[config.mk]
export PLATFORM = sky130hd
export DESIGN_NAME = cpei_top
export DESIGN_NICKNAME = d
export VERILOG_FILES = /design/src/rtl/cpei_pkg.sv /design/src/rtl/cpei_top.sv
export SDC_FILE = /design/constraint.sdc
export NUM_CORES = 1
export LEC_CHECK = 0
export ABC_AREA = 1
export BUFFER_PORTS_ARGS = -buffer_cell sky130_fd_sc_hd__buf_4
export CORE_ASPECT_RATIO = 1.2
export CORE_UTILIZATION = 53
export CTS_CLUSTER_DIAMETER = 50
export DETAILED_ROUTE_END_ITERATION = 10
export GPL_TIMING_DRIVEN = 0
export MAX_ROUTING_LAYER = met4
export PLACE_DENSITY = 0.79
export SLEW_MARGIN = 20
export SYNTH_ARGS = -nofsm -noshare
export SYNTH_HDL_FRONTEND = slang
export SYNTH_SLANG_ARGS = --single-unit
[constraint.sdc]
create_clock -name clk -period 1.45 [get_ports clk]
set_input_delay 0.29 -clock clk [delete_from_list [all_inputs] [get_ports clk]]
set_output_delay 0.29 -clock clk [all_outputs]
set_load 0.02 [all_outputs]
[src/rtl/cpei_pkg.sv]
package cpei_pkg;

    // ==========================================================
    // Bus geometry
    localparam int ADDR_W = 4;
    localparam int DATA_W = 16;

    // ==========================================================
    // Register offsets
    localparam logic [ADDR_W-1:0] OFS_CTRL = 4'h0;
    localparam logic [ADDR_W-1:0] OFS_FLAGS = 4'h1;
    localparam logic [ADDR_W-1:0] OFS_RTI_RATE = 4'h2;
    localparam logic [ADDR_W-1:0] OFS_API_CTRL = 4'h3;
    localparam logic [ADDR_W-1:0] OFS_API_RATE = 4'h4;
    localparam logic [ADDR_W-1:0] OFS_WDOG = 4'h5;

    // ==========================================================
    // Control register fields
    localparam int CT_RTI_SEL = 0;
    localparam int CT_PSTOP = 1;
    localparam int CT_RTI_STOPRUN = 2;
    localparam int CT_OSC_EN = 3;
    localparam int CT_RTI_IE = 4;
    localparam int CT_LOCK_IE = 5;
    localparam int CT_OSC_IE = 6;
    localparam int CT_LV_IE = 7;
    localparam int CT_HT_IE = 8;
    localparam int CT_W = 9;

    // ==========================================================
    // Flag register fields, status bits above
    localparam int FL_RTI = 0;
    localparam int FL_LOCK = 1;
    localparam int FL_OSC = 2;
    localparam int FL_LV = 3;
    localparam int FL_HT = 4;
    localparam int FL_API = 5;
    localparam int FL_W = 6;
    localparam int ST_LOCK = 8;
    localparam int ST_OSCQ = 9;
    localparam int ST_LV = 10;
    localparam int ST_HT = 11;

    // ==========================================================
    // Periodic timer control fields
    localparam int AP_EN = 0;
    localparam int AP_CLKSEL = 1;
    localparam int AP_IE = 2;
    localparam int AP_PINEN = 3;
    localparam int AP_TRIM_LO = 4;
    localparam int TRIM_W = 6;

    // ==========================================================
    // Watchdog configuration fields
    localparam int WD_WIN = 0;
    localparam int WD_PER_LO = 1;
    localparam int WD_PER_W = 3;
    localparam int WD_LOCKED = 8;

    // ==========================================================
    // Input synchroniser lanes
    localparam int SY_IRC = 0;
    localparam int SY_OSC = 1;
    localparam int SY_ACLK = 2;
    localparam int SY_BUSRUN = 3;
    localparam int SY_STOP = 4;
    localparam int SY_LOCK = 5;
    localparam int SY_FSTOP = 6;
    localparam int SY_FPM = 7;
    localparam int SY_LVA = 8;
    localparam int SY_LVD = 9;
    localparam int SY_HTA = 10;
    localparam int SY_HTD = 11;
    localparam int SY_N = 12;

    // ==========================================================
    // Reset values
    localparam logic [DATA_W-1:0] RST_RATE = 16'h0000;

endpackage

[src/rtl/cpei_top.sv]
// Design decisions made here: strobed register access and the register addresses.
`timescale 1ns/100ps
`default_nettype none
module cpei_top
    import cpei_pkg::*;
(
    // Clock and reset
    input wire logic clk,
    input wire logic resetn,
    // Register port
    input wire logic [ADDR_W-1:0] regAddr,
    input wire logic [DATA_W-1:0] regWdata,
    input wire logic regWr,
    input wire logic regRd,
    output logic [DATA_W-1:0] regRdata,
    // Clock ticks from slow sources
    input wire logic internalRcClock,
    input wire logic oscillatorClock,
    input wire logic autonomousClock,
    input wire logic busClockRunning,
    // Mode and monitor inputs
    input wire logic stopMode,
    input wire logic fullStopMode,
    input wire logic fullPerformanceMode,
    input wire logic pllLock,
    input wire logic pllConfigChange,
    input wire logic lowVoltageBelowAssert,
    input wire logic lowVoltageAboveDeassert,
    input wire logic highTempAboveAssert,
    input wire logic highTempBelowDeassert,
    // Interrupt requests
    output logic rtiIrq,
    output logic lockIrq,
    output logic oscIrq,
    output logic lowVoltageIrq,
    output logic highTempIrq,
    output logic periodicIrq,
    // Waveform pin and trim
    output logic periodicWavePinOut,
    output logic periodicWavePinOe,
    output logic [TRIM_W-1:0] autonomousClockTrim,
    // Watchdog configuration
    output logic watchdogWindowEnable,
    output logic [WD_PER_W-1:0] watchdogPeriodSelect
);

    // ==========================================================
    // Input synchronisers
    // Three stages; a change is taken only when stages two and three agree
    logic [SY_N-1:0] syncIn;
    logic [SY_N-1:0] syncA;
    logic [SY_N-1:0] syncB;
    logic [SY_N-1:0] syncC;
    logic [SY_N-1:0] syncVal;
    logic [SY_N-1:0] syncPrev;
    wire [SY_N-1:0] syncRise;
    wire [SY_N-1:0] syncFall;

    assign syncIn = {highTempBelowDeassert, highTempAboveAssert, lowVoltageAboveDeassert,
                     lowVoltageBelowAssert, fullPerformanceMode, fullStopMode, pllLock,
                     stopMode, busClockRunning, autonomousClock, oscillatorClock,
                     internalRcClock};

    always_ff @(posedge clk) begin
        if (!resetn) begin
            syncA <= '0;
            syncB <= '0;
            syncC <= '0;
            syncVal <= '0;
            syncPrev <= '0;
        end else begin
            syncA <= syncIn;
            syncB <= syncA;
            syncC <= syncB;
            syncVal <= (syncB & syncC) | (syncVal & (syncB | syncC));
            syncPrev <= syncVal;
        end
    end

    assign syncRise = syncVal & ~syncPrev;
    assign syncFall = ~syncVal & syncPrev;

    // ==========================================================
    // Register bus decode
    wire wrCtrl = regWr && (regAddr == OFS_CTRL);
    wire wrFlags = regWr && (regAddr == OFS_FLAGS);
    wire wrRtiRate = regWr && (regAddr == OFS_RTI_RATE);
    wire wrApiCtrl = regWr && (regAddr == OFS_API_CTRL);
    wire wrApiRate = regWr && (regAddr == OFS_API_RATE);
    wire wrWdog = regWr && (regAddr == OFS_WDOG);

    logic [CT_W-1:0] ctrl;
    logic [DATA_W-1:0] rtiRate;
    logic [DATA_W-1:0] periodicRate;
    logic periodicTimerEnable;
    logic periodicClockSelect;
    logic periodicIrqEnable;
    logic periodicPinOutputEnable;
    logic watchdogLocked;
    logic [FL_W-1:0] flags;
    logic [FL_W-1:0] next_flags;
    logic [FL_W-1:0] flagSet;
    logic [FL_W-1:0] flagEnable;
    logic oscQualified;
    logic oscQualPrev;
    logic relockPending;
    logic lowVoltageStatus;
    logic lowVoltagePrev;
    logic highTempStatus;
    logic highTempPrev;
    logic [DATA_W-1:0] rtiCount;
    logic [DATA_W-1:0] apiCount;
    logic periodicWave;

    // ==========================================================
    // Control registers
    // Clock select and rate are frozen while the timer runs, so a
    // running period is never stretched by a stray write
    wire apiCfgOpen = !periodicTimerEnable;

    always_ff @(posedge clk) begin
        if (!resetn) begin
            ctrl <= '0;
            rtiRate <= RST_RATE;
            periodicRate <= RST_RATE;
            periodicTimerEnable <= 1'b0;
            periodicClockSelect <= 1'b0;
            periodicIrqEnable <= 1'b0;
            periodicPinOutputEnable <= 1'b0;
            autonomousClockTrim <= '0;
            watchdogLocked <= 1'b0;
            watchdogWindowEnable <= 1'b0;
            watchdogPeriodSelect <= '0;
        end else begin
            if (wrCtrl) begin
                ctrl <= regWdata[CT_W-1:0];
            end
            if (wrRtiRate) begin
                rtiRate <= regWdata;
            end
            if (wrApiCtrl) begin
                periodicTimerEnable <= regWdata[AP_EN];
                periodicIrqEnable <= regWdata[AP_IE];
                periodicPinOutputEnable <= regWdata[AP_PINEN];
                autonomousClockTrim <= regWdata[AP_TRIM_LO +: TRIM_W];
                if (apiCfgOpen) begin
                    periodicClockSelect <= regWdata[AP_CLKSEL];
                end
            end
            if (wrApiRate && apiCfgOpen) begin
                periodicRate <= regWdata;
            end
            // Write once; later writes cannot change the watchdog setup
            if (wrWdog && !watchdogLocked) begin
                watchdogLocked <= 1'b1;
                watchdogWindowEnable <= regWdata[WD_WIN];
                watchdogPeriodSelect <= regWdata[WD_PER_LO +: WD_PER_W];
            end
        end
    end

    wire rtiClockSelect = ctrl[CT_RTI_SEL];
    wire pseudoStopEnable = ctrl[CT_PSTOP];
    wire rtiStopRunEnable = ctrl[CT_RTI_STOPRUN];
    wire oscEnable = ctrl[CT_OSC_EN];

    // ==========================================================
    // Real-time interrupt counter
    wire rtiTick = rtiClockSelect ? syncRise[SY_OSC] : syncRise[SY_IRC];
    wire rtiRun = !syncVal[SY_STOP]
                  || (pseudoStopEnable && rtiClockSelect && rtiStopRunEnable);
    wire rtiExpire = rtiTick && rtiRun && (rtiCount == rtiRate) && !wrRtiRate;

    always_ff @(posedge clk) begin
        if (!resetn) begin
            rtiCount <= '0;
        end else if (wrRtiRate || rtiExpire) begin
            rtiCount <= '0;
        end else if (rtiTick && rtiRun) begin
            rtiCount <= rtiCount + 16'h0001;
        end
    end

    // ==========================================================
    // Oscillator qualification
    // A configuration change blocks qualification until lock is regained
    wire lockNow = syncVal[SY_LOCK];
    wire lockToggle = syncRise[SY_LOCK] || syncFall[SY_LOCK];
    wire next_relockPending = pllConfigChange || (relockPending && !syncRise[SY_LOCK]);
    wire next_oscQualified = oscEnable && lockNow && !syncVal[SY_FSTOP]
                             && !next_relockPending;

    always_ff @(posedge clk) begin
        if (!resetn) begin
            relockPending <= 1'b0;
            oscQualified <= 1'b0;
            oscQualPrev <= 1'b0;
        end else begin
            relockPending <= next_relockPending;
            oscQualified <= next_oscQualified;
            oscQualPrev <= oscQualified;
        end
    end

    // ==========================================================
    // Supply and temperature status
    // Outside full performance mode the monitors are not trusted
    wire full_performance_mode = syncVal[SY_FPM];

    always_ff @(posedge clk) begin
        if (!resetn) begin
            lowVoltageStatus <= 1'b0;
            lowVoltagePrev <= 1'b0;
            highTempStatus <= 1'b0;
            highTempPrev <= 1'b0;
        end else begin
            if (full_performance_mode && syncVal[SY_LVA]) begin
                lowVoltageStatus <= 1'b1;
            end else if (full_performance_mode && syncVal[SY_LVD]) begin
                lowVoltageStatus <= 1'b0;
            end
            if (full_performance_mode && syncVal[SY_HTA]) begin
                highTempStatus <= 1'b1;
            end else if (full_performance_mode && syncVal[SY_HTD]) begin
                highTempStatus <= 1'b0;
            end
            lowVoltagePrev <= lowVoltageStatus;
            highTempPrev <= highTempStatus;
        end
    end

    // ==========================================================
    // Autonomous periodic timer
    wire apiTick = periodicClockSelect ? syncVal[SY_BUSRUN] : syncRise[SY_ACLK];
    wire apiExpire = periodicTimerEnable && apiTick && (apiCount == periodicRate);

    always_ff @(posedge clk) begin
        if (!resetn) begin
            apiCount <= '0;
            periodicWave <= 1'b0;
        end else if (!periodicTimerEnable) begin
            apiCount <= '0;
            periodicWave <= 1'b0;
        end else if (apiExpire) begin
            apiCount <= '0;
            periodicWave <= !periodicWave;
        end else if (apiTick) begin
            apiCount <= apiCount + 16'h0001;
        end
    end

    // Pin is only driven while both enables are set; otherwise released
    always_ff @(posedge clk) begin
        if (!resetn) begin
            periodicWavePinOut <= 1'b0;
            periodicWavePinOe <= 1'b0;
        end else begin
            periodicWavePinOe <= periodicTimerEnable && periodicPinOutputEnable;
            periodicWavePinOut <= periodicTimerEnable && periodicPinOutputEnable
                                  && periodicWave;
        end
    end

    // ==========================================================
    // Event flags
    // A set in the same cycle as a clear wins, so no event is lost
    always_comb begin
        flagSet = '0;
        flagSet[FL_RTI] = rtiExpire;
        flagSet[FL_LOCK] = lockToggle;
        flagSet[FL_OSC] = oscQualified != oscQualPrev;
        flagSet[FL_LV] = lowVoltageStatus != lowVoltagePrev;
        flagSet[FL_HT] = highTempStatus != highTempPrev;
        flagSet[FL_API] = apiExpire;
    end

    wire [FL_W-1:0] flagClear = wrFlags ? regWdata[FL_W-1:0] : '0;

    always_comb begin
        next_flags = (flags & ~flagClear) | flagSet;
        flagEnable = '0;
        flagEnable[FL_RTI] = ctrl[CT_RTI_IE];
        flagEnable[FL_LOCK] = ctrl[CT_LOCK_IE];
        flagEnable[FL_OSC] = ctrl[CT_OSC_IE];
        flagEnable[FL_LV] = ctrl[CT_LV_IE];
        flagEnable[FL_HT] = ctrl[CT_HT_IE];
        flagEnable[FL_API] = periodicIrqEnable;
    end

    always_ff @(posedge clk) begin
        if (!resetn) begin
            flags <= '0;
            rtiIrq <= 1'b0;
            lockIrq <= 1'b0;
            oscIrq <= 1'b0;
            lowVoltageIrq <= 1'b0;
            highTempIrq <= 1'b0;
            periodicIrq <= 1'b0;
        end else begin
            flags <= next_flags;
            rtiIrq <= next_flags[FL_RTI] && ctrl[CT_RTI_IE];
            lockIrq <= next_flags[FL_LOCK] && ctrl[CT_LOCK_IE];
            oscIrq <= next_flags[FL_OSC] && ctrl[CT_OSC_IE];
            lowVoltageIrq <= next_flags[FL_LV] && ctrl[CT_LV_IE];
            highTempIrq <= next_flags[FL_HT] && ctrl[CT_HT_IE];
            periodicIrq <= next_flags[FL_API] && periodicIrqEnable;
        end
    end

    // ==========================================================
    // Read path
    logic [DATA_W-1:0] rdMux;

    always_comb begin
        rdMux = '0;
        unique case (regAddr)
            OFS_CTRL: rdMux[CT_W-1:0] = ctrl;
            OFS_FLAGS: begin
                rdMux[FL_W-1:0] = flags;
                rdMux[ST_LOCK] = lockNow;
                rdMux[ST_OSCQ] = oscQualified;
                rdMux[ST_LV] = lowVoltageStatus;
                rdMux[ST_HT] = highTempStatus;
            end
            OFS_RTI_RATE: rdMux = rtiRate;
            OFS_API_CTRL: begin
                rdMux[AP_EN] = periodicTimerEnable;
                rdMux[AP_CLKSEL] = periodicClockSelect;
                rdMux[AP_IE] = periodicIrqEnable;
                rdMux[AP_PINEN] = periodicPinOutputEnable;
                rdMux[AP_TRIM_LO +: TRIM_W] = autonomousClockTrim;
            end
            OFS_API_RATE: rdMux = periodicRate;
            OFS_WDOG: begin
                rdMux[WD_WIN] = watchdogWindowEnable;
                rdMux[WD_PER_LO +: WD_PER_W] = watchdogPeriodSelect;
                rdMux[WD_LOCKED] = watchdogLocked;
            end
            default: rdMux = '0;
        endcase
    end

    always_ff @(posedge clk) begin
        if (!resetn) begin
            regRdata <= '0;
        end else begin
            regRdata <= regRd ? rdMux : '0;
        end
    end

    // ==========================================================
    // Checks
    AST_RTI_RESTART:
    assert property (@(posedge clk) disable iff (!resetn)
        wrRtiRate |=> (rtiCount == '0))
        else $error("RTI count not restarted by rate write");

    AST_RTI_STOP_HOLD:
    assert property (@(posedge clk) disable iff (!resetn)
        (syncVal[SY_STOP] && !rtiStopRunEnable && !wrRtiRate) |=> $stable(rtiCount))
        else $error("RTI counted in stop without permission");

    AST_RTI_FLAG:
    assert property (@(posedge clk) disable iff (!resetn)
        rtiExpire |=> (flags[FL_RTI] && rtiCount == '0 && rtiIrq == $past(ctrl[CT_RTI_IE])))
        else $error("RTI expiry did not set flag or restart");

    AST_LOCK_FLAG:
    assert property (@(posedge clk) disable iff (!resetn)
        (syncVal[SY_LOCK] != syncPrev[SY_LOCK]) |=> flags[FL_LOCK])
        else $error("Lock toggle did not set flag");

    AST_LOCK_W1C:
    assert property (@(posedge clk) disable iff (!resetn)
        (wrFlags && !regWdata[FL_LOCK] && flags[FL_LOCK]) |=> flags[FL_LOCK])
        else $error("Writing zero cleared the lock flag");

    AST_OSCQ_NEEDS:
    assert property (@(posedge clk) disable iff (!resetn)
        oscQualified |-> $past(oscEnable) && $past(lockNow))
        else $error("Oscillator qualified without enable and lock");

    AST_OSCQ_LOSS:
    assert property (@(posedge clk) disable iff (!resetn)
        pllConfigChange |=> !oscQualified ##1 (!oscQualified || $past(syncRise[SY_LOCK])))
        else $error("Oscillator qualified survived a configuration change");

    AST_OSC_FLAG:
    assert property (@(posedge clk) disable iff (!resetn)
        $changed(oscQualified) |=> flags[FL_OSC])
        else $error("Qualified change did not set oscillator flag");

    AST_LV_FLAG:
    assert property (@(posedge clk) disable iff (!resetn)
        $changed(lowVoltageStatus) |=> flags[FL_LV])
        else $error("Low voltage change did not set flag");

    AST_API_LOCK:
    assert property (@(posedge clk) disable iff (!resetn)
        periodicTimerEnable |=> $stable(periodicRate) && $stable(periodicClockSelect))
        else $error("Periodic setup changed while timer enabled");

    AST_API_EXPIRE:
    assert property (@(posedge clk) disable iff (!resetn)
        apiExpire |=> (flags[FL_API] && apiCount == '0 && periodicIrq == $past(periodicIrqEnable)))
        else $error("Periodic expiry did not set flag or restart");

    AST_API_FREEZE:
    assert property (@(posedge clk) disable iff (!resetn)
        (periodicTimerEnable && periodicClockSelect && !syncVal[SY_BUSRUN])
        |=> $stable(apiCount))
        else $error("Periodic count moved with bus clock stopped");

    AST_IRQ_HOLD:
    assert property (@(posedge clk) disable iff (!resetn)
        (lockIrq && !wrFlags && !wrCtrl) |=> lockIrq)
        else $error("Lock request dropped without a clear");

endmodule
`default_nettype wire

==> impl_results.md, run 1 <==
- Drt pass-1 iters: 5
- Failing checks: negative setup slack
- Slowest stage delay, CP: 0.35 ns
- Average cell area after synthesis: 7.439 sq um
- MaxCap Viol Count: 0
- Slew Limit Fails: 0
- DR DRC count: 0
- Iter 0 DRT Violations: 556
- Setup tns final: -0.1931 ns
- RSZ-0062 raised after global routing: true
- Comb power frac: 5.1%
- Seq cells post-synth: 178
- Crit path DAT: 1.80 ns
- Layout cells sized above 1: approximately a quarter
- H-tree Lvls: 4
- Xor and xnor area share after synthesis: 3.323%
- Sw power: 2310 uW
- WHS: 0.03472 ns
- Die area: roughly 14000 sq um
- CTS tree: yes
- Post-synth top area share: 48.29%
- Starting density of the core: a little under three fifths
- Clock share of power: a little under half
- Sinks on Clock Net: 178
- Power per cell area: 1095 nW/um^2
- Worst-Margin Slew: between 0.5 and 0.6 ns
- Final #Nets: 1144
- Pint: a little under 8000 uW
- Register area: 3638 sq um
- WP data required: 1.78 ns
- Complex-gate fraction of the synthesized area: 14.95%
- Sequential element share of the synthesized area: 48.29%
- P_leak: 0.003925 uW
- TritonCTS buffer count: 17
- N_diodes: 0
- Initial antenna violation count: 0
- Post-synth EDFFs: 0
- Max Buffers Root-to-Sink: 2
- Largest family of logic cells by synthesized area: simple AND/OR/NAND/NOR gates
- Final hold vios: 0
- Net Sw Frac: 22.90%
- Max VDD drop: 0.9372 mV
- Synth-to-layout area growth: 24.80%
- Synth warnings: 0
- Slew headroom: a little over three fifths
- Flop pwr share: 49.6%
- Mapped Cells: just under 1000
- Setup-failing EPs final: 18
- Slowest CP cell: dfxtp_2
- Async S/R FF share, synth: 0%
- Ports: 71
- Syn Std Cell Area: ~7400 sq um
- Final core occ: 68.68%
- Worst-Skew Late Latency: 0.44 ns
- Dpl hpwl: around 14 mm
- Total Routing Usage GR: between 20% and 30%
- Vias post-DR: slightly below 7000
- Mux share of post-synthesis cell area: 0%
- Routed WL: 19.46 mm
- Core Region: 13410 sq um
- # rows: 46
- Number of global-route vias before repair: 6157
- I/O Buffers: 70
- Multi-input gate area in the final layout: about 3300 sq um
- Worst hold-check path type: input port to flop
- Die height: 131.3 microns
- Part of the cycle the worst path needs: 101.7%
- Final ANT Viol Nets: 0
- Worst Skew: 0.005605 ns
- Clock root buffer: clkbuf_16
- Die W: about 110 microns
- First-pass GRT wire length: 30.24 mm
- Outcome: finished, violations left
- Post-synthesis simple-gate area fraction: 22.18%
- Max Fclk: roughly 680 MHz
- CP Cell Sequence: inv_1 -> nand2_1 -> nand2_1 -> nor2_1 -> nand2_2 -> nor2_4 -> nand3_4 -> nand2_4 -> buf_6 -> nor2_1
- Worst setup EP type: flop
- Overflow after GRT: 0
- Top cell type by total area after synthesis: dfxtp_1
- Final WS setup: -0.02393 ns
- Worst Path Max Fanout: 5
- Hold_buf cts: 0
- Most frequent cells in the layout: 184 x nand2_1, 151 x inv_1, 134 x dfxtp_1, 88 x buf_4, 83 x o21ai_0
- Filler cells: 1103
- Syn Nets: 1032
- Largest net degree at the start of global routing: 17
- Synth area leaders: dfxtp_1 48%, nand2_1 10%, inv_1 8.4%
- Tmin final: 1.474 ns
- Post-synth top flop: dfxtp_1
- Synth Area in Adders: 0.6443%
- Cell variety after synth: 39
- Crit Path Class: flop to flop
- Final Wtd Congestion: 0.9738
- CTS clk-pin slew, worst paths: approximately 0.060 ns
- Via/cell ratio: 5.311
- WL/cell: 15.14 microns
- Commonest non-fill, non-tap cell in the layout: nand2_1
- Worst Setup Start Kind: flop
power by group through the flow:
| stage | Sequential (uW) | Clock, uW | Combinational [uW] |
|---|---|---|---|
| 2_1_floorplan | 5120 | 0 | 259 |
| 3_3_place_gp | 5120 | 0 | 466 |
| 3_5_place_dp | 5120 | 0 | 474 |
| 4_1_cts | 5010 | 4600 | 498 |
| 5_1_grt | 5010 | 4810 | 570 |
| 6_report | 5000 | 4560 | 519 |
worst max-delay path: cells and delay by family (launching register included):
kind                   cells  cell delay, ns
buffers and inverters      2            0.20
flip-flops                 1            0.35
AND/OR/NAND/NOR            8            0.81
stage by stage:
stage          setup WS [ns]  instances  total power [uW]  cell area [sq um]
3_3_place_gp         -0.2652       1230              5586               8115
2_1_floorplan        0.07909        992              5378               7380
3_5_place_dp         -0.2624       1230              5596               8115
6_report            -0.02393       1285             10090               9210
4_1_cts            -0.006980       1277             10110               8895
5_1_grt             -0.09898       1285             10390               9210
cells by family (layout without fill, tap and decap cells):
kind of cell,Yosys count,after routing
AO/OA/AOI/OAI,205,205
buffers and inverters,199,324
XOR/XNOR,28,28
AND/OR/NAND/NOR,378,378
adder cells (fa/ha/maj),4,4
flip-flops,178,178
area by class of cell:
type                       instances  share of cell area (%)
buffer                            28                   1.535
clock buffer                      20                   4.959
clock inverter                    12                   1.440
inverter                         170                   6.956
multi-input combinational        615                   35.38
sequential                       178                   39.51
tap                              168                   2.282
timing repair buffer              94                   7.947
repair_timing:
item / in CTS / in global routing
gates resized for setup: 43 / 98
setup endpoints to repair: 35 / 36
buffers inserted: 14 / 8
pin swaps: 15 / 29
gates cloned: 2 / 0
worst paths after layout:
path / start / endpoint / slack [ns] / cells past startpoint
worst min register to register: syncA[6]$_SDFF_PN0_ / syncB[6]$_SDFF_PN0_ / 0.41 / 2
worst min-delay path: lowVoltageBelowAssert / syncA[8]$_SDFF_PN0_ / 0.03 / 3
worst max-delay path: periodicRate[13]$_SDFFE_PN0P_ / apiCount[6]$_SDFFE_PP0N_ / -0.02 / 10
worst max register to register: periodicRate[13]$_SDFFE_PN0P_ / apiCount[6]$_SDFFE_PP0N_ / -0.02 / 10
per-layer routing:
| layer | GRT usage, % | part of all wire, % | up-vias |
|---|---|---|---|
| met3 | 5.407 | 7.3 | 58 |
| met1 | 35.00 | 40 | 3124 |
| met4 | 12.96 | 3.7 | 0 |
| li1 | - | - | 3361 |
| met5 | - | 0 | - |
| met2 | 44.90 | 49 | 281 |
flip-flops by register name, indices dropped and copies added (netlist names), 12 cells and up:
register and cells:
rtiRate 16, regRdata 16, syncB 12, syncC 12
periodicRate 16, syncVal 12, rtiCount 16, syncA 12
apiCount 16
Yosys cell counts, types with 3 or more instances:
cell type and count:
a21oi_1 89, buf_1 4, buf_2 8, buf_6 3
clkbuf_1 13, dfxtp_1 178, ha_1 3, inv_1 166
inv_2 3, nand2_1 198, nand3_1 30, nand3_2 3
nand4_1 12, nor2_1 101, nor2_4 6, nor3_1 20
nor3_4 3, o21ai_0 85, o21ai_2 3, o22ai_1 15
xnor2_1 11, xor2_1 17
Power figures use the tool's default switching activity.
==> run 2, diff against run 1 <==
--- a/config.mk
+++ b/config.mk
@@ -6,6 +6,7 @@
 export NUM_CORES = 1
 export LEC_CHECK = 0
 export ABC_AREA = 1
+export ABC_CLOCK_PERIOD_IN_PS = 1450
 export BUFFER_PORTS_ARGS = -buffer_cell sky130_fd_sc_hd__buf_4
 export CORE_ASPECT_RATIO = 1.2
 export CORE_UTILIZATION = 53
@@ -14,7 +15,8 @@
 export GPL_TIMING_DRIVEN = 0
 export MAX_ROUTING_LAYER = met4
 export PLACE_DENSITY = 0.79
-export SLEW_MARGIN = 20
+export RECOVER_POWER = 25
+export SLEW_MARGIN = 25
 export SYNTH_ARGS = -nofsm -noshare
 export SYNTH_HDL_FRONTEND = slang
 export SYNTH_SLANG_ARGS = --single-unit
==> run 2 against run 1 <==
Net effect:
- the flow still finishes with violations (negative setup slack)
- critical path type unchanged
- sequential power is essentially flat
- worst setup slack gained 0.0021 ns
- final cell count is the same
- flip-flop and latch count is the same
- largest power group unchanged
- core utilization is essentially flat
- die area is the same
- global-route usage is the same
- via count grew 0.45%
- hold slack lost 0.0013 ns
- highest routed layer unchanged
- clock power is essentially flat
- critical path depth is the same
==> impl_results.md, run 2 (synthesis gave the netlist of run 1 again) <==
- N_diodes: 0 (unchanged)
- Die height: 131.3 microns (unchanged)
- Dpl hpwl: 13.98 mm (unchanged)
- Fin area: 9206 sq um (was 9210 sq um)
- Worst hold-check path type: input port to flop (unchanged)
- CTS clk-pin slew, worst paths: 0.06 ns (about the same)
- Ports: 71 (unchanged)
- Sw power: 2322 uW (was 2310 uW)
- Die area: 14400 sq um (unchanged)
- Number of global-route vias before repair: 6157 (unchanged)
- Final ANT Viol Nets: 0 (unchanged)
- Routed WL: 19.58 mm (was 19.46 mm)
- Worst-Margin Slew: 0.5480 ns (was 0.5616 ns)
- Hold Path Depth: 3 (unchanged)
- Max Fclk: 679.4 MHz (was 678.5 MHz)
- Worst setup EP type: flop (unchanged)
- Final hold vios: 0 (unchanged)
- Worst slack, placed: -0.2624 ns (unchanged)
- Vias post-DR: 6855 (was 6824)
- DR DRC count: 0 (unchanged)
- WP data required: 1.78 ns (about the same)
- Failing checks: negative setup slack (unchanged)
- Final WS setup: -0.02184 ns (was -0.02393 ns)
- Initial antenna violation count: 0 (unchanged)
- Slew headroom: 63.47% (was 62.56%)
- Worst-Skew Late Latency: 0.44 ns (about the same)
- Slew Limit Fails: 0 (unchanged)
- Layout cells sized above 1: 24.17% (was 24.26%)
- First-pass GRT wire length: 30.24 mm (unchanged)
- RSZ-0062 raised after global routing: true (unchanged)
- Synth-to-layout area growth: 24.75% (was 24.80%)
- Final Wtd Congestion: 0.9738 (unchanged)
- Hold_buf cts: 0 (unchanged)
- Setup-failing EPs final: 18 (unchanged)
- Largest net degree at the start of global routing: 17 (unchanged)
- Iter 0 DRT Violations: 563 (was 556)
- Overflow after GRT: 0 (unchanged)
- Worst Setup Start Kind: flop (unchanged)
- Part of the cycle the worst path needs: 101.5% (was 101.7%)
- Clock root buffer: clkbuf_16 (unchanged)
- Post-DP Area: 8115 sq um (unchanged)
- Pint: 7775 uW (was 7777 uW)
- Crit path DAT: 1.80 ns (about the same)
- Worst Path Max Fanout: 5 (unchanged)
- Max Buffers Root-to-Sink: 2 (unchanged)
- Total design power: 10100 uW (was 10090 uW)
- DP Cell Count: 1230 (unchanged)
- Commonest non-fill, non-tap cell in the layout: nand2_1 (unchanged)
- H-tree Lvls: 4 (unchanged)
- Net Sw Frac: 22.99% (was 22.90%)
- Via/cell ratio: 5.335 (was 5.311)
- P_leak: 0.003921 uW (was 0.003925 uW)
- Core Region: 13410 sq um (unchanged)
- # rows: 46 (unchanged)
- Multi-input gate area in the final layout: 3258 sq um (unchanged)
- Max VDD drop: 0.9376 mV (was 0.9372 mV)
- Worst Skew: 0.005206 ns (was 0.005605 ns)
- Most frequent cells in the layout: 184 x nand2_1, 151 x inv_1, 134 x dfxtp_1, 87 x buf_4, 83 x o21ai_0 (was 184 x nand2_1, 151 x inv_1, 134 x dfxtp_1, 88 x buf_4, 83 x o21ai_0)
- Power per cell area: 1097 nW/um^2 (was 1095 nW/um^2)
- Drt pass-1 iters: 5 (unchanged)
- Clock share of power: 45.3% (about the same)
- MaxCap Viol Count: 0 (unchanged)
- Sinks on Clock Net: 178 (unchanged)
- Comb power frac: 5.1% (about the same)
- Total Routing Usage GR: 28.50% (unchanged)
- Final Non-Filler Cells: 1285 (unchanged)
- Outcome: finished, violations left (unchanged)
- Starting density of the core: 55.03% (unchanged)
- Final #Nets: 1144 (unchanged)
- Crit Path Class: flop to flop (unchanged)
- Tmin final: 1.472 ns (was 1.474 ns)
- CTS tree: yes (unchanged)
- I/O Buffers: 70 (unchanged)
- Flop pwr share: 49.5% (was 49.6%)
- Worst r2r path cells: 10 (unchanged)
- WL/cell: 15.24 microns (was 15.14 microns)
- Filler cells: 1105 (was 1103)
- Die W: 109.7 microns (unchanged)
- TritonCTS buffer count: 17 (unchanged)
- Register area: 3638 sq um (unchanged)
-- run 2: final cells by class --
cell class	count	share of cell area (%)
Buffer	28	1.536
Clock buffer	20	4.961
Clock inverter	12	1.441
Inverter	170	6.958
Multi-Input combinational cell	615	35.39
Sequential cell	178	39.52
Tap cell	168	2.283
Timing Repair Buffer	94	7.910
-- run 2: timing repair --
action / CTS / global route
buffers inserted: 14 / 8
gates cloned: 2 / 0
pin swaps: 15 / 29
endpoints found under the setup margin: 35 / 36
resized for setup: 43 / 98
-- run 2: final timing paths --
| path | slack, ns | end | from |
|---|---|---|---|
| setup reg to reg | -0.02 | apiCount[11]$_SDFFE_PP0N_ | periodicRate[13]$_SDFFE_PN0P_ |
| hold reg to reg | 0.41 | syncB[6]$_SDFF_PN0_ | syncA[6]$_SDFF_PN0_ |
| setup / recovery | -0.02 | apiCount[11]$_SDFFE_PP0N_ | periodicRate[13]$_SDFFE_PN0P_ |
| hold / removal | 0.03 | syncA[8]$_SDFF_PN0_ | lowVoltageBelowAssert |
-- run 2: power groups by stage --
stage | Combinational (uW) | Clock, uW | Sequential (uW)
finish | 519 | 4580 | 5000
global route | 568 | 4810 | 5010
CTS | 498 | 4600 | 5010
detailed placement | 474 | 0 | 5120
global placement | 466 | 0 | 5120
floorplan | 259 | 0 | 5120
-- run 2: per-layer routing --
layer	wire length [microns]	track usage [%]
met1	7854	35.00
met2	9586	44.90
met3	1430	5.407
met4	712	12.96
met5	0	-
-- run 2: worst max-delay path, stage by stage, from the launching register on --
cell     delay (ns)
dfxtp_2        0.35
inv_1          0.07
nand2_1        0.07
nand2_1        0.05
nor2_1         0.13
nand2_2        0.09
nor2_4         0.17
nand3_4        0.13
nand2_4        0.13
buf_6          0.14
nor2_1         0.05
-- run 2: stage by stage --
stage / hold WS [ns] / TNS (ns) / utilization [%]
6_report: 0.03342 / -0.1650 / 68.65
5_1_grt: 0.03190 / -2.182 / 68.65
3_5_place_dp: 0.3959 / -12.05 / 60.51
2_1_floorplan: 0.3876 / 0 / -
3_3_place_gp: 0.3918 / -9.850 / 60.51
4_1_cts: 0.02712 / -0.01885 / 66.33
==> run 3, diff against run 2 <==
--- a/config.mk
+++ b/config.mk
@@ -8,13 +8,14 @@
 export ABC_AREA = 1
 export ABC_CLOCK_PERIOD_IN_PS = 1450
 export BUFFER_PORTS_ARGS = -buffer_cell sky130_fd_sc_hd__buf_4
+export CAP_MARGIN = 20
 export CORE_ASPECT_RATIO = 1.2
 export CORE_UTILIZATION = 53
 export CTS_CLUSTER_DIAMETER = 50
 export DETAILED_ROUTE_END_ITERATION = 10
 export GPL_TIMING_DRIVEN = 0
 export MAX_ROUTING_LAYER = met4
-export PLACE_DENSITY = 0.79
+export PLACE_DENSITY = 0.76
 export RECOVER_POWER = 25
 export SLEW_MARGIN = 25
 export SYNTH_ARGS = -nofsm -noshare
==> run 3 against run 2 <==
Net effect:
- count of clock-buffer cells in the layout grew 1
- sequential share of layout area fell by 0.47 points
- highest routed layer unchanged
- largest cell class unchanged
- global-route usage down 0.38 points
- die area unchanged
- first-iteration DRC count up 5.3%
- via count is 0.89% higher
- critical path type unchanged
- the run still ends with negative setup slack left
- hold slack gained 0.0037 ns
- core utilization grew 0.85 points
==> impl_results.md, run 3 (synthesis gave the netlist of run 1 again) <==
- Outcome: finished, violations left (unchanged)
- Failing checks: negative setup slack (unchanged)
- Worst Path Max Fanout: 4 (was 5)
- Iter 0 DRT Violations: 593 (was 563)
- Max Fclk: 661.4 MHz (was 679.4 MHz)
- Worst hold-check path type: input port to flop (unchanged)
- Final #Nets: 1152 (was 1144)
- WHS Endpoint: syncA[9]$_SDFF_PN0_ (was syncA[8]$_SDFF_PN0_)
- Max VDD drop: 0.7415 mV (was 0.9376 mV)
- MaxCap Viol Count: 0 (unchanged)
- Slowest stage delay, CP: 0.43 ns (was 0.35 ns)
- First-pass GRT wire length: 29.97 mm (was 30.24 mm)
- Largest net degree at the start of global routing: 17 (unchanged)
- Final hold vios: 0 (unchanged)
- Die W: 109.7 microns (unchanged)
- Slew Limit Fails: 0 (unchanged)
- Clock share of power: 45.2% (was 45.3%)
- Critical hold path startpoint: lowVoltageAboveDeassert (was lowVoltageBelowAssert)
- Most used cell along the critical path: nand2_1
- Worst Setup Start Kind: flop (unchanged)
- H-tree Lvls: 4 (unchanged)
- Reg2Reg Launch Point: apiCount[6]$_SDFFE_PP0N_ (was periodicRate[13]$_SDFFE_PN0P_)
- CP Buf/Inv Count: 0 (was 2)
- I/O Buffers: 70 (unchanged)
- CTS tree: yes (unchanged)
- Crit Path Class: flop to flop (unchanged)
- Hold_buf cts: 0 (unchanged)
- TritonCTS buffer count: 17 (unchanged)
- Worst reg-to-reg setup slack: -0.06 ns (was -0.02 ns)
- Slowest CP cell: dfxtp_1 (was dfxtp_2)
- Top Family by Delay on Critical Path: simple AND/OR/NAND/NOR gates (unchanged)
- DP Cell Count: 1230 (unchanged)
- Via/cell ratio: 5.349 (was 5.335)
- Overflow after GRT: 0 (unchanged)
- Routed WL: 20.20 mm (was 19.58 mm)
- Setup-failing EPs final: 20 (was 18)
- Slew headroom: 62.68% (was 63.47%)
- Comb power frac: 5.3% (was 5.1%)
- Core Region: 13410 sq um (unchanged)
- WP data required: 1.78 ns (about the same)
- Final ANT Viol Nets: 0 (unchanged)
- Sinks on Clock Net: 178 (unchanged)
- WL/cell: 15.62 microns (was 15.24 microns)
- Net Sw Frac: 23.40% (was 22.99%)
- Crit path DAT: 1.84 ns (was 1.80 ns)
- Worst Skew: 0.01016 ns (was 0.005206 ns)
- Hold Path Depth: 3 (unchanged)
- Clock root buffer: clkbuf_16 (unchanged)
- Power per cell area: 1084 nW/um^2 (was 1097 nW/um^2)
- Drt pass-1 iters: 6 (was 5)
- N_diodes: 0 (unchanged)
- Pint: 7742 uW (was 7775 uW)
- Starting density of the core: 55.03% (unchanged)
- Final WS setup: -0.06186 ns (was -0.02184 ns)
- Worst setup EP type: flop (unchanged)
- Worst r2r path cells: 7 (was 10)
- Vias post-DR: 6916 (was 6855)
- Final Non-Filler Cells: 1293 (was 1285)
- CP Cell Sequence: nand2_1 -> nor3_1 -> nand3_1 -> nand2_1 -> nand2_1 -> a21oi_1 -> nor2_1 (was inv_1 -> nand2_1 -> nand2_1 -> nor2_1 -> nand2_2 -> nor2_4 -> nand3_4 -> nand2_4 -> buf_6 -> nor2_1)
- Die area: 14400 sq um (unchanged)
- P_leak: 0.003961 uW (was 0.003921 uW)
- RSZ-0062 raised after global routing: true (unchanged)
- Worst-Margin Slew: 0.5598 ns (was 0.5480 ns)
- Sw power: 2364 uW (was 2322 uW)
- Worst-Skew Late Latency: 0.43 ns (was 0.44 ns)
- Final Wtd Congestion: 0.9433 (was 0.9738)
- Total Routing Usage GR: 28.11% (was 28.50%)
- Commonest non-fill, non-tap cell in the layout: nand2_1 (unchanged)
- WHS: 0.03716 ns (was 0.03342 ns)
- # rows: 46 (unchanged)
- Setup tns final: -0.2951 ns (was -0.1650 ns)
- CTS clk-pin slew, worst paths: 0.07 ns (was 0.06 ns)
- Layout cells sized above 1: 25.16% (was 24.17%)
- Initial antenna violation count: 0 (unchanged)
- Synth-to-layout area growth: 26.30% (was 24.75%)
- Worst slack, placed: -0.2155 ns (was -0.2624 ns)
- Dpl hpwl: 13.94 mm (was 13.98 mm)
- Max Buffers Root-to-Sink: 2 (unchanged)
- Reg-to-reg endpoint: apiCount[15]$_SDFFE_PP0N_ (was apiCount[11]$_SDFFE_PP0N_)
- DR DRC count: 0 (unchanged)
- Part of the cycle the worst path needs: 104.3% (was 101.5%)
- Tmin final: 1.512 ns (was 1.472 ns)
- Die height: 131.3 microns (unchanged)
- Filler cells: 1071 (was 1105)
- Most frequent cells in the layout: 184 x nand2_1, 147 x inv_1, 137 x dfxtp_1, 95 x buf_4, 83 x o21ai_0 (was 184 x nand2_1, 151 x inv_1, 134 x dfxtp_1, 87 x buf_4, 83 x o21ai_0)
- Ports: 71 (unchanged)
- Number of global-route vias before repair: 6011 (was 6157)
- Flop pwr share: 49.5% (about the same)
run 3: changes by cell type in the layout (fill, tap and decap cells not counted), sizes merged:
| cell | before | now |
|---|---|---|
| clkinvlp | 3 | 4 |
| buf | 107 | 112 |
| clkbuf | 35 | 39 |
| clkinv | 7 | 5 |
run 3: area by class of cell:
| type | instances | area [sq um] | share of cell area (%) |
|---|---|---|---|
| timing repair buffer | 102 | 792.0 | 8.498 |
| multi-input combinational | 615 | 3311 | 35.52 |
| clock buffer | 21 | 450.4 | 4.833 |
| clock inverter | 11 | 130.1 | 1.396 |
| inverter | 170 | 640.6 | 6.873 |
| tap | 168 | 210.2 | 2.255 |
| buffer | 28 | 146.4 | 1.571 |
| sequential | 178 | 3640 | 39.05 |
run 3: worst max path at each step:
stage,from,endpoint,cells past startpoint
final,apiCount[6]$_SDFFE_PP0N_,apiCount[15]$_SDFFE_PP0N_,7
after global routing,apiCount[8]$_SDFFE_PP0N_,apiCount[13]$_SDFFE_PP0N_,7
after CTS,syncVal[0]$_SDFF_PN0_,rtiCount[9]$_SDFFE_PP0P_,8
after detailed placement,regAddr[0],regRdata[1]$_SDFF_PN0_,9
after global placement,regAddr[3],rtiRate[15]$_SDFFE_PN0P_,6
after floorplan,rtiCount[0]$_SDFFE_PP0P_,rtiCount[12]$_SDFFE_PP0P_,8
run 3: power groups by stage:
stage	clock network (uW)	registers [uW]	logic, uW
2_1_floorplan	0	5120	259
3_3_place_gp	0	5120	470
3_5_place_dp	0	5120	476
4_1_cts	4570	5010	506
5_1_grt	4790	5000	579
6_report	4570	5000	536
run 3: worst min-delay path: cells and delay by family:
kind | cells | cell delay, ns
buf+inv | 2 | 0.12
simple gates | 1 | 0.04
run 3: metrics by stage:
step	cell area [sq um]	utilization [%]	power, uW
after global placement	8115	60.51	5590
after global routing	9320	69.50	10380
after detailed placement	8115	60.51	5599
after CTS	8922	66.53	10090
after floorplan	7380	-	5378
final	9320	69.50	10110
run 3: timing repair:
action | CTS | global route
pin swaps | 17 | 38
hold endpoints to repair | 0 | 0
buffers inserted | 18 | 13
cloned | 2 | 0
gates resized for setup | 47 | 112
setup endpoints to repair | 33 | 36
run 3: layer usage:
metal  wire length, microns  vias to the layer above  GRT usage (%)
li1                       -                     3378              -
met2                   9868                      296          44.72
met5                      0                        -              -
met3                   1489                       55          5.208
met4                    656                        0          12.00
met1                   8189                     3187          34.54
